==> src/verilog/vft_pkg.sv <==
// Package with register map, field layout, reset values and carrier types of the vertical frame timer.
package vft_pkg;

	// ==========================================================
	// Register word indices; the byte address is four times the index
	localparam int IDX_CTRL      = 0;
	localparam int IDX_LINE_TOT  = 1;
	localparam int IDX_HSYNC_E   = 2;
	localparam int IDX_HSERR     = 3;
	localparam int IDX_HBLANK_E  = 4;
	localparam int IDX_HBLANK_S  = 5;
	localparam int IDX_HAREA_S   = 6;
	localparam int IDX_HAREA_E   = 7;
	localparam int IDX_FRAME_TOT = 8;
	localparam int IDX_VSYNC_E   = 9;
	localparam int IDX_VBLANK_E  = 10;
	localparam int IDX_VBLANK_S  = 11;
	localparam int IDX_VAREA_S   = 12;
	localparam int IDX_VAREA_E   = 13;
	localparam int IDX_VINT      = 14;
	localparam int IDX_STATUS    = 15;
	localparam int IDX_LAST_TIM  = 14;
	localparam int ADDR_W        = 8;

	// ==========================================================
	// Control and status fields
	localparam int CTRL_W        = 4;
	localparam int CTRL_NOILACE_BIT = 0;
	localparam int CTRL_PINSEL_LSB  = 1;
	localparam int CTRL_EN_BIT   = 3;
	localparam logic [3:0] CTRL_RST = 4'h1;
	localparam int STAT_FIELD_BIT = 31;
	localparam int STAT_PIX_LSB   = 16;

	// ==========================================================
	// Output pin combinations and field identity
	typedef enum logic [1:0] {
		VFT_PINSEL_COMPOSITE = 2'h2,
		VFT_PINSEL_SEPARATE  = 2'h3
	} vft_pinsel_t;

	typedef enum logic {
		VFT_FIELD_ODD  = 1'b0,
		VFT_FIELD_EVEN = 1'b1
	} vft_field_t;

	// All sync and blank levels are active low; area is active high.
	typedef struct packed {
		logic hsync_n;
		logic vsync_n;
		logic composite_sync_out_n;
		logic cblank_n;
		logic hblank_n;
		logic vblank_n;
		logic area;
	} vft_sig_t;

	localparam vft_sig_t SIG_IDLE = 7'h7e;

	typedef struct packed {
		logic hsync_n;
		logic vsync_n;
		logic sync_or_hblank_n;
		logic blank_or_vblank_n;
		logic area;
	} vft_pins_t;

	localparam vft_pins_t PINS_IDLE = 5'h1e;

endpackage

==> src/verilog/vft_frame_timer.sv <==
// Frame timer: pixel and line counters, sync, blank and area generation behind an APB register file.
//
// The address map and register access over APB were left to the implementer.
`timescale 1ns/10ps

// Operation
// - Noninterlaced line_counter starts at zero, steps at each pixel_counter wrap.
// - Vertical sync goes inactive at line end after count reaches (vert_sync_end-1)/2.
// - Serration stops where vertical sync ends; normal horizontal sync pulses follow.
// - At vert_blank_end vertical blank goes high; composite blank follows horizontal blank.
// - At vert_blank_start vertical blank and composite blank go low.
// - Area follows horizontal area from vert_area_start, forced low at vert_area_end.
// - At frame_total_lines: vertical sync low, counter to zero, serration region begins.
// - Any ordering of vertical compare values is accepted in noninterlaced mode.
// - Frame interrupt is signalled at frame_interrupt_line.
// - Interlace disable bit cleared selects interlaced mode.
// - Interlaced frames consist of odd and even fields.
// - Interlaced vertical retrace counts whole halflines.
// - Even field begins halfway across a line.
// - Line period is line_total_clocks plus one clocks.
// - Pin select 10 gives composite sync and blank; 11 gives separate blanks.
// - Interlace disable bit set selects noninterlaced mode, one field per frame.
// - pixel_counter counts from zero, wraps at line_total_clocks starting horizontal sync.
// - Pin transitions follow compare matches by two and a half clocks.
module vft_frame_timer #(
	parameter int CNT_W = 12
) (
	input  wire logic                         core_clk,
	input  wire logic                         resetn,
	input  wire logic                         psel,
	input  wire logic                         penable,
	input  wire logic                         pwrite,
	input  wire logic [vft_pkg::ADDR_W-1:0]   paddr,
	input  wire logic [31:0]                  pwdata,
	output logic      [31:0]                  prdata,
	output logic                              pready,
	output logic                              pslverr,
	output vft_pkg::vft_pins_t                video_pins,
	output vft_pkg::vft_sig_t                 all_signals,
	output logic                              frame_int_out,
	output logic                              field_out
);

	// ==========================================================
	// Register file
	logic [vft_pkg::CTRL_W-1:0] ctrl_ff;
	logic [CNT_W-1:0]           tim_ff [1:vft_pkg::IDX_LAST_TIM];
	logic [31:0]                prdata_ff;
	logic [5:0]                 idx;
	logic                       wr_go;
	logic                       bad_addr;
	logic [CNT_W-1:0]           pix_ff;
	logic [CNT_W-1:0]           line_ff;
	vft_pkg::vft_field_t        field_ff;

	assign idx      = paddr[7:2];
	assign bad_addr = (paddr[1:0] != 2'h0) || (pwrite && idx == 6'(vft_pkg::IDX_STATUS));
	assign pready   = 1'b1;
	assign pslverr  = psel && penable && bad_addr;
	assign wr_go    = psel && penable && pwrite && !bad_addr;
	assign prdata   = prdata_ff;

	always_ff @(posedge core_clk or negedge resetn) begin
		if (!resetn) begin
			ctrl_ff <= vft_pkg::CTRL_RST;
		end else if (wr_go && idx == 6'(vft_pkg::IDX_CTRL)) begin
			ctrl_ff <= pwdata[vft_pkg::CTRL_W-1:0];
		end
	end

	always_ff @(posedge core_clk or negedge resetn) begin
		if (!resetn) begin
			for (int i = 1; i <= vft_pkg::IDX_LAST_TIM; i++) begin
				tim_ff[i] <= '0;
			end
		end else if (wr_go && idx >= 6'(vft_pkg::IDX_LINE_TOT) && idx <= 6'(vft_pkg::IDX_LAST_TIM)) begin
			tim_ff[idx] <= pwdata[CNT_W-1:0];
		end
	end

	// Read data is captured in the setup cycle so the access phase needs no wait state.
	always_ff @(posedge core_clk or negedge resetn) begin
		if (!resetn) begin
			prdata_ff <= '0;
		end else if (psel && !penable) begin
			prdata_ff <= '0;
			if (idx == 6'(vft_pkg::IDX_CTRL)) begin
				prdata_ff[vft_pkg::CTRL_W-1:0] <= ctrl_ff;
			end else if (idx >= 6'(vft_pkg::IDX_LINE_TOT) && idx <= 6'(vft_pkg::IDX_LAST_TIM)) begin
				prdata_ff[CNT_W-1:0] <= tim_ff[idx];
			end else if (idx == 6'(vft_pkg::IDX_STATUS)) begin
				prdata_ff[CNT_W-1:0] <= line_ff;
				prdata_ff[vft_pkg::STAT_PIX_LSB +: CNT_W] <= pix_ff;
				prdata_ff[vft_pkg::STAT_FIELD_BIT] <= field_ff;
			end
		end
	end

	// ==========================================================
	// Counters
	logic             en;
	logic             ilace;
	logic             line_end;
	logic             mid_tick;
	logic             vtick;
	logic [CNT_W-1:0] nxt_line;
	logic [CNT_W-1:0] half;
	logic [CNT_W-1:0] ltc;
	logic [CNT_W-1:0] vtot;

	assign en       = ctrl_ff[vft_pkg::CTRL_EN_BIT];
	assign ilace    = !ctrl_ff[vft_pkg::CTRL_NOILACE_BIT];
	assign ltc      = tim_ff[vft_pkg::IDX_LINE_TOT];
	assign vtot     = tim_ff[vft_pkg::IDX_FRAME_TOT];
	assign half     = ltc >> 1;
	assign line_end = en && (pix_ff == ltc);
	assign mid_tick = en && ilace && (pix_ff == half);
	assign vtick    = line_end || mid_tick;
	assign nxt_line = (line_ff == vtot) ? '0 : line_ff + 1'b1;

	always_ff @(posedge core_clk or negedge resetn) begin
		if (!resetn) begin
			pix_ff <= '0;
		end else if (!en || line_end) begin
			pix_ff <= '0;
		end else begin
			pix_ff <= pix_ff + 1'b1;
		end
	end

	always_ff @(posedge core_clk or negedge resetn) begin
		if (!resetn) begin
			line_ff <= '0;
		end else if (!en) begin
			line_ff <= '0;
		end else if (vtick) begin
			line_ff <= nxt_line;
		end
	end

	// An odd halfline total makes the second field start at the middle of a line.
	always_ff @(posedge core_clk or negedge resetn) begin
		if (!resetn) begin
			field_ff <= vft_pkg::VFT_FIELD_ODD;
		end else if (!en || !ilace) begin
			field_ff <= vft_pkg::VFT_FIELD_ODD;
		end else if (vtick && line_ff == vtot) begin
			field_ff <= vft_pkg::vft_field_t'(!field_ff);
		end
	end

	always_ff @(posedge core_clk or negedge resetn) begin
		if (!resetn) begin
			frame_int_out <= 1'b0;
		end else begin
			frame_int_out <= vtick && nxt_line == tim_ff[vft_pkg::IDX_VINT];
		end
	end

	assign field_out = field_ff;

	// ==========================================================
	// Vertical state
	logic       vsync_ff;
	logic       vs_pend_ff;
	logic       posteq_ff;
	logic       preeq_ff;
	logic       vblank_ff;
	logic       varea_ff;
	logic       va_set_ff;
	logic       va_clr_ff;
	logic       vs_rise;
	logic [CNT_W-1:0] vs_key;

	assign vs_key  = (tim_ff[vft_pkg::IDX_VSYNC_E] - 1'b1) >> 1;
	assign vs_rise = line_end && vs_pend_ff;

	always_ff @(posedge core_clk or negedge resetn) begin
		if (!resetn) begin
			vs_pend_ff <= 1'b0;
		end else if (vtick && nxt_line == vs_key) begin
			vs_pend_ff <= 1'b1;
		end else if (vs_rise || !en) begin
			vs_pend_ff <= 1'b0;
		end
	end

	// The low vertical sync level doubles as the serration region.
	always_ff @(posedge core_clk or negedge resetn) begin
		if (!resetn) begin
			vsync_ff <= 1'b1;
		end else if (!en) begin
			vsync_ff <= 1'b1;
		end else if (vtick && line_ff == vtot) begin
			vsync_ff <= 1'b0;
		end else if (vs_rise) begin
			vsync_ff <= 1'b1;
		end
	end

	always_ff @(posedge core_clk or negedge resetn) begin
		if (!resetn) begin
			posteq_ff <= 1'b0;
			preeq_ff  <= 1'b0;
		end else if (!en || !ilace) begin
			posteq_ff <= 1'b0;
			preeq_ff  <= 1'b0;
		end else begin
			if (vtick && nxt_line == tim_ff[vft_pkg::IDX_VSYNC_E]) begin
				posteq_ff <= 1'b0;
			end else if (vs_rise) begin
				posteq_ff <= 1'b1;
			end
			if (vtick && line_ff == vtot) begin
				preeq_ff <= 1'b0;
			end else if (vtick && nxt_line == tim_ff[vft_pkg::IDX_VBLANK_S]) begin
				preeq_ff <= 1'b1;
			end
		end
	end

	// Blank start wins over blank end when both compare values are equal.
	always_ff @(posedge core_clk or negedge resetn) begin
		if (!resetn) begin
			vblank_ff <= 1'b1;
		end else if (!en) begin
			vblank_ff <= 1'b1;
		end else if (vtick && nxt_line == tim_ff[vft_pkg::IDX_VBLANK_S]) begin
			vblank_ff <= 1'b0;
		end else if (vtick && nxt_line == tim_ff[vft_pkg::IDX_VBLANK_E]) begin
			vblank_ff <= 1'b1;
		end
	end

	// The vertical part of area moves only at line ends so the active region stays rectangular.
	always_ff @(posedge core_clk or negedge resetn) begin
		if (!resetn) begin
			va_set_ff <= 1'b0;
			va_clr_ff <= 1'b0;
			varea_ff  <= 1'b0;
		end else if (!en) begin
			va_set_ff <= 1'b0;
			va_clr_ff <= 1'b0;
			varea_ff  <= 1'b0;
		end else if (line_end) begin
			va_set_ff <= 1'b0;
			va_clr_ff <= 1'b0;
			if (va_clr_ff || nxt_line == tim_ff[vft_pkg::IDX_VAREA_E]) begin
				varea_ff <= 1'b0;
			end else if (va_set_ff || nxt_line == tim_ff[vft_pkg::IDX_VAREA_S]) begin
				varea_ff <= 1'b1;
			end
		end else if (mid_tick) begin
			va_set_ff <= va_set_ff || nxt_line == tim_ff[vft_pkg::IDX_VAREA_S];
			va_clr_ff <= va_clr_ff || nxt_line == tim_ff[vft_pkg::IDX_VAREA_E];
		end
	end

	// ==========================================================
	// Horizontal state
	logic             hsync_ff;
	logic             composite_sync_out_ff;
	logic             hblank_ff;
	logic             harea_ff;
	logic             serr;
	logic             equ;
	logic [CNT_W-1:0] hse;
	logic [CNT_W-1:0] rise_a;
	logic [CNT_W-1:0] rise_b;

	assign hse    = tim_ff[vft_pkg::IDX_HSYNC_E];
	assign serr   = !vsync_ff;
	assign equ    = ilace && (preeq_ff || posteq_ff);
	assign rise_a = serr ? tim_ff[vft_pkg::IDX_HSERR] : (equ ? (hse >> 1) : hse);
	// The sum is one bit wider so a long line cannot lose its carry before halving.
	assign rise_b = serr ? CNT_W'(half + tim_ff[vft_pkg::IDX_HSERR]) : CNT_W'(({1'b0, ltc} + {1'b0, hse}) >> 1);

	always_ff @(posedge core_clk or negedge resetn) begin
		if (!resetn) begin
			hsync_ff <= 1'b1;
		end else if (!en) begin
			hsync_ff <= 1'b1;
		end else if (line_end) begin
			hsync_ff <= 1'b0;
		end else if (pix_ff == hse) begin
			hsync_ff <= 1'b1;
		end
	end

	always_ff @(posedge core_clk or negedge resetn) begin
		if (!resetn) begin
			composite_sync_out_ff <= 1'b1;
		end else if (!en) begin
			composite_sync_out_ff <= 1'b1;
		end else if (line_end || (mid_tick && (serr || equ))) begin
			composite_sync_out_ff <= 1'b0;
		end else if (pix_ff == rise_a || (ilace && (serr || equ) && pix_ff == rise_b)) begin
			composite_sync_out_ff <= 1'b1;
		end
	end

	always_ff @(posedge core_clk or negedge resetn) begin
		if (!resetn) begin
			hblank_ff <= 1'b1;
			harea_ff  <= 1'b0;
		end else if (!en) begin
			hblank_ff <= 1'b1;
			harea_ff  <= 1'b0;
		end else begin
			if (pix_ff == tim_ff[vft_pkg::IDX_HBLANK_S]) begin
				hblank_ff <= 1'b0;
			end else if (pix_ff == tim_ff[vft_pkg::IDX_HBLANK_E]) begin
				hblank_ff <= 1'b1;
			end
			if (pix_ff == tim_ff[vft_pkg::IDX_HAREA_E]) begin
				harea_ff <= 1'b0;
			end else if (pix_ff == tim_ff[vft_pkg::IDX_HAREA_S]) begin
				harea_ff <= 1'b1;
			end
		end
	end

	// ==========================================================
	// Output pipeline: one rising-edge stage plus a falling-edge stage gives the fixed skew.
	vft_pkg::vft_sig_t  cur_sig;
	vft_pkg::vft_sig_t  stage_ff;
	vft_pkg::vft_sig_t  pin_sig_ff;
	vft_pkg::vft_pins_t pins_ff;

	assign cur_sig = '{hsync_n:  hsync_ff,
	                   vsync_n:  vsync_ff,
	                   composite_sync_out_n:  composite_sync_out_ff,
	                   cblank_n: hblank_ff && vblank_ff,
	                   hblank_n: hblank_ff,
	                   vblank_n: vblank_ff,
	                   area:     harea_ff && varea_ff};

	always_ff @(posedge core_clk or negedge resetn) begin
		if (!resetn) begin
			stage_ff <= vft_pkg::SIG_IDLE;
		end else begin
			stage_ff <= cur_sig;
		end
	end

	// Pin select codes other than the two legal ones fall back to the separate-blank set.
	always_ff @(negedge core_clk or negedge resetn) begin
		if (!resetn) begin
			pin_sig_ff <= vft_pkg::SIG_IDLE;
			pins_ff    <= vft_pkg::PINS_IDLE;
		end else begin
			pin_sig_ff <= stage_ff;
			pins_ff.hsync_n <= stage_ff.hsync_n;
			pins_ff.vsync_n <= stage_ff.vsync_n;
			pins_ff.area    <= stage_ff.area;
			if (ctrl_ff[vft_pkg::CTRL_PINSEL_LSB +: 2] == vft_pkg::VFT_PINSEL_COMPOSITE) begin
				pins_ff.sync_or_hblank_n  <= stage_ff.composite_sync_out_n;
				pins_ff.blank_or_vblank_n <= stage_ff.cblank_n;
			end else begin
				pins_ff.sync_or_hblank_n  <= stage_ff.hblank_n;
				pins_ff.blank_or_vblank_n <= stage_ff.vblank_n;
			end
		end
	end

	assign video_pins  = pins_ff;
	assign all_signals = pin_sig_ff;

	// ==========================================================
	// Checks
	a_pixel_wrap: assert property (@(posedge core_clk) disable iff (!resetn)
		line_end |=> pix_ff == '0 && !hsync_ff) else $error("pixel counter did not wrap with sync");
	a_line_step: assert property (@(posedge core_clk) disable iff (!resetn)
		en && !ilace && line_end && line_ff != vtot |=> line_ff == $past(line_ff) + 1'b1)
		else $error("line counter did not advance at line end");
	a_frame_wrap: assert property (@(posedge core_clk) disable iff (!resetn)
		vtick && line_ff == vtot |=> line_ff == '0 && !vsync_ff) else $error("frame wrap missing");
	a_vsync_end: assert property (@(posedge core_clk) disable iff (!resetn)
		en && $rose(vsync_ff) |-> $past(line_end) && $past(vs_pend_ff)) else $error("vsync rose off line end");
	a_blank_follow: assert property (@(posedge core_clk) disable iff (!resetn)
		vtick && nxt_line == tim_ff[vft_pkg::IDX_VBLANK_E] && nxt_line != tim_ff[vft_pkg::IDX_VBLANK_S]
		|=> cur_sig.vblank_n && cur_sig.cblank_n == hblank_ff) else $error("blank end missed");
	a_blank_start: assert property (@(posedge core_clk) disable iff (!resetn)
		en && vtick && nxt_line == tim_ff[vft_pkg::IDX_VBLANK_S] |=> !cur_sig.vblank_n && !cur_sig.cblank_n)
		else $error("blank start missed");
	a_area_gate: assert property (@(posedge core_clk) disable iff (!resetn)
		en && $changed(varea_ff) |-> $past(line_end)) else $error("vertical area moved mid line");
	a_composite_sync_out_plain: assert property (@(posedge core_clk) disable iff (!resetn)
		vsync_ff && !equ ##1 vsync_ff && !$past(line_end) |-> composite_sync_out_ff == hsync_ff || $past(pix_ff) != hse)
		else $error("composite sync not plain outside serration");
	a_pin_skew: assert property (@(posedge core_clk) disable iff (!resetn)
		##1 1'b1 |-> all_signals == $past(cur_sig)) else $error("pin skew wrong");
	a_frame_int: assert property (@(posedge core_clk) disable iff (!resetn)
		vtick && nxt_line == tim_ff[vft_pkg::IDX_VINT] |=> frame_int_out ##1 !frame_int_out || vtick)
		else $error("frame interrupt missing");
	a_mid_step: assert property (@(posedge core_clk) disable iff (!resetn)
		mid_tick && !line_end |=> line_ff == $past(nxt_line)) else $error("halfline step missing");

endmodule

==> config.mk <==
export PLATFORM = sky130hd
export DESIGN_NAME = vft_frame_timer
export DESIGN_NICKNAME = d
export VERILOG_FILES = /design/src/verilog/vft_pkg.sv /design/src/verilog/vft_frame_timer.sv
export SDC_FILE = /design/constraint.sdc
export NUM_CORES = 1
export LEC_CHECK = 0
export ABC_AREA = 1
export BUFFER_PORTS_ARGS = -buffer_cell sky130_fd_sc_hd__buf_2
export CAP_MARGIN = 25
export CORE_MARGIN = 8
export CORE_UTILIZATION = 52
export DETAILED_ROUTE_END_ITERATION = 12
export PLACE_DENSITY = 0.72
export SETUP_SLACK_MARGIN = 0.2
export SLEW_MARGIN = 0
export SYNTH_ARGS = -nofsm -noshare
export SYNTH_HDL_FRONTEND = slang
export SYNTH_SLANG_ARGS = --single-unit
==> constraint.sdc <==
create_clock -name core_clk -period 2.9 [get_ports core_clk]
set_input_delay 0.145 -clock core_clk [delete_from_list [all_inputs] [get_ports core_clk]]
set_output_delay 0.145 -clock core_clk [all_outputs]
set_load 0.005 [all_outputs]
==> flow_summary_export.csv <==
group,metric,value,unit
run_status,status,"completed",
worst_setup_path,crit_cells,1,
finish,fin_nets,2256,
worst_setup_path,critPathMaxStageDelay,0.52,ns
sta,tns,0,ns
worst_setup_path,critPathLaunchType,"register",
synth,synth_edf_count,0,
grt,grt_overflow,0,
synth,syn_avg_cell_area,7.50,sq um
worst_setup_path,crit_type,"register to primary output",
floorplanning,ios,93,
grt,antenna_found_initial,1,
synth,syn_area,0.0158,sq mm
clock_tree,cts_tree,"yes",
finish,stdcell_area,0.0177,sq mm
synth,syn-instance-count,2109,
route,vias,15500,
sta,setup_viol,0,
worst_setup_path,slowest_stage,"dfstp_2",
clock_tree,numCtsBuffers,29,
worst_setup_path,ff2ff_path_depth,15,
clock_tree,cts_sinks,251,
finish,multi_input_area,0.00814,sq mm
finish,post_route_cells_drive_above_1_share,13.1,%
worst_setup_path,cp.required,2.76,ns
route,top_layer_used,"met5",
clock_tree,clock_path_buffers,3,
worst_setup_path,crit_fanout,1,
power,seqPwrFrac,39.1,%
floorplanning,die_x,190,um
route,met3WireLength,6890,um
power,power_leakage,8.42,nW
route,drtIter0Drc,1972,
sta,maxSlewViolCount,0,
synth,synth_warnings,0,
power,report.power.total,0.0101,W
place,port_buffers,64,
clock_tree,clk_pin_slew,0.06,ns
floorplanning,start_util,52.2,%
worst_setup_path,path_buf_inv,1,
synth,synth-main-ff-cell,"dfrtp_1",
synth,ys_seq_elements,251,
power,max-vdd-ir-drop,0.000444,V
clock_tree,clk_latency,0.60,ns
power,internal_power,0.00682,W
grt,grt_max_degree,177,
route,met2_length,23700,um
worst_setup_path,cp-end-kind,"primary output",
route,ant_nets,0,
grt,grt_pass1_vias,14200,
power,p_per_area,568,mW/mm^2
route,routedWlPerCell,21.9,um
sta,worst_slew_pin_slew,1.10,ns
synth,ys_types,54,
route,route.detailed.drc,0,
sta,finalHoldViolations,0,
synth,synth_top_area_share,36.4,%
sta,fin_skew,0.0507,ns
synth,post-synth-top-count-cell,"nand2_1",
synth,postSynth.asyncResetShare,100,%
sta,slew_headroom,26.5,%
power,combPwrFrac,22.5,%
route,m1WireLength,24500,um
worst_setup_path,cp.arrival,2.68,ns
synth,ys_seq_area_share,39.9,%
power,pwr-share-clk,38.4,%
hold_path,min_path_type,"primary input to register",
worst_setup_path,critPathTopFamily,"flip-flops",
floorplanning,fp.coreArea,0.0303,sq mm
finish,final-seq-area,0.00631,sq mm
finish,diodes,0,
grt,grt_pass1_wl,86200,um
route,drt_first_pass_iters,5,
power,p_sw,0.00327,W
floorplanning,placementRows,64,
sta,rsz0062_at_grt,"true",
floorplanning,die_area,0.0363,sq mm
finish,syn_to_final_growth,12.2,%
worst_setup_path,path_cells,"buf_2",
clock_tree,cts-root-buf,"clkbuf_16",
hold_path,hold_path_depth,4,
place,dpl_cell_area,0.0166,sq mm
power,p_sw_share,32.4,%
synth,yosysTopAreaCell,"dfrtp_1",
place,globalplace.congestion,1.02,
clock_tree,h-tree-depth,1,
place,dpl.hpwl,42800,um
route,drt-total-wl,57000,um
synth,synth_common_cells,"569 x nand2_1, 230 x dfrtp_1, 206 x inv_1, 157 x o21ai_0, 130 x nor2_1",
floorplanning,dieHeight,190,um
route,routed_via_density,5.96,
grt,track_usage,30.8,%
finish,fillers,2848,
synth,synth.area.top_cells,"dfrtp_1 36%, nand2_1 14%, o21ai_0 5.0%",
job,cap_violations,0,
through the flow:
step	setup WS (ns)	hold slack [ns]	std cells	utilization, %
4_1_cts	0.0582	0.0111	2602	58.4
3_5_place_dp	0.212	0.0606	2537	54.8
5_1_grt	0.0288	0.0328	2603	58.6
2_1_floorplan	0.592	-0.151	2115	-
6_report	0.0762	0.0239	2603	58.6
3_3_place_gp	0.293	0.0603	2537	54.8
layout make-up:
cell class                      count  area share [%]
Sequential cell                   251            35.6
Tap cell                          396            2.79
Clock inverter                     19           0.874
Multi-Input combinational cell   1541            45.9
Clock buffer                       43            4.96
Inverter                          214            4.54
Timing Repair Buffer              139            5.37
power by group through the flow:
stage          Sequential (W)  Combinational [W]  Clock [W]
3_5_place_dp          0.00398            0.00214  0.0000191
3_3_place_gp          0.00397            0.00211  0.0000191
6_report              0.00394            0.00227    0.00387
5_1_grt               0.00396            0.00246    0.00406
4_1_cts               0.00392            0.00218    0.00391
2_1_floorplan         0.00390            0.00133  0.0000191
cells in the final DEF, fill, tap and decap left out, types with 24 or more instances in the layout:
cell	count
a21oi_1	64
buf_2	59
buf_4	69
clkbuf_16	31
dfrtp_1	225
ha_1	24
inv_1	213
nand2_1	567
nand3_1	120
nand4_1	41
nor2_1	125
o21ai_0	155
o21ai_1	101
o22ai_1	69
xnor2_1	50
xor2_1	60
final timing paths:
| path | slack (ns) | end | startpoint |
|---|---|---|---|
| setup / recovery | 0.08 | all_signals[1] | all_signals[1] |
| hold / removal | 0.02 | prdata[2] | penable |
| setup reg to reg | 0.28 | varea_ff | line_ff[0] |
| hold reg to reg | 0.37 | stage_ff[6] | hsync_ff |
| max in group asynchronous | 1.07 | all_signals[3] | resetn |
| min in group asynchronous | 0.08 | prdata[24] | resetn |
layer usage:
metal  track usage, %  vias up
li1                 -     7130
met1             44.5     7433
met2             44.1      847
met3             8.63      112
met4             9.61        2
met5                0        -
state kept, by name, summed over array words and instances (netlist names), 4 cells and up:
register / flops
all_signals: 4
stage_ff: 7
line_ff: 12
tim_ff: 132
ctrl_ff: 4
video_pins: 5
vtot: 12
pix_ff: 12
ltc: 12
prdata: 25
hse: 12
repair_timing:
| action | 4_1_cts | 5_1_grt |
|---|---|---|
| resized for setup | 3 | 19 |
| setup endpoints to repair | 10 | 20 |
| setup buffers | 0 | 1 |
| hold endpoints to repair | 63 | 0 |
| hold buffers | 4 | 0 |
| pin swaps | 0 | 1 |
cell families after synthesis:
| kind of cell | share of synthesized area (%) |
|---|---|
| fa+ha+maj | 2.23 |
| mux | 0.142 |
| xor+xnor | 6.09 |
| buf+inv | 9.06 |
| compound gates | 16.5 |
| flops | 39.9 |
| other cells | 0.0475 |
| simple gates | 26.0 |
Note: power is estimated with default switching activity, not from simulation.
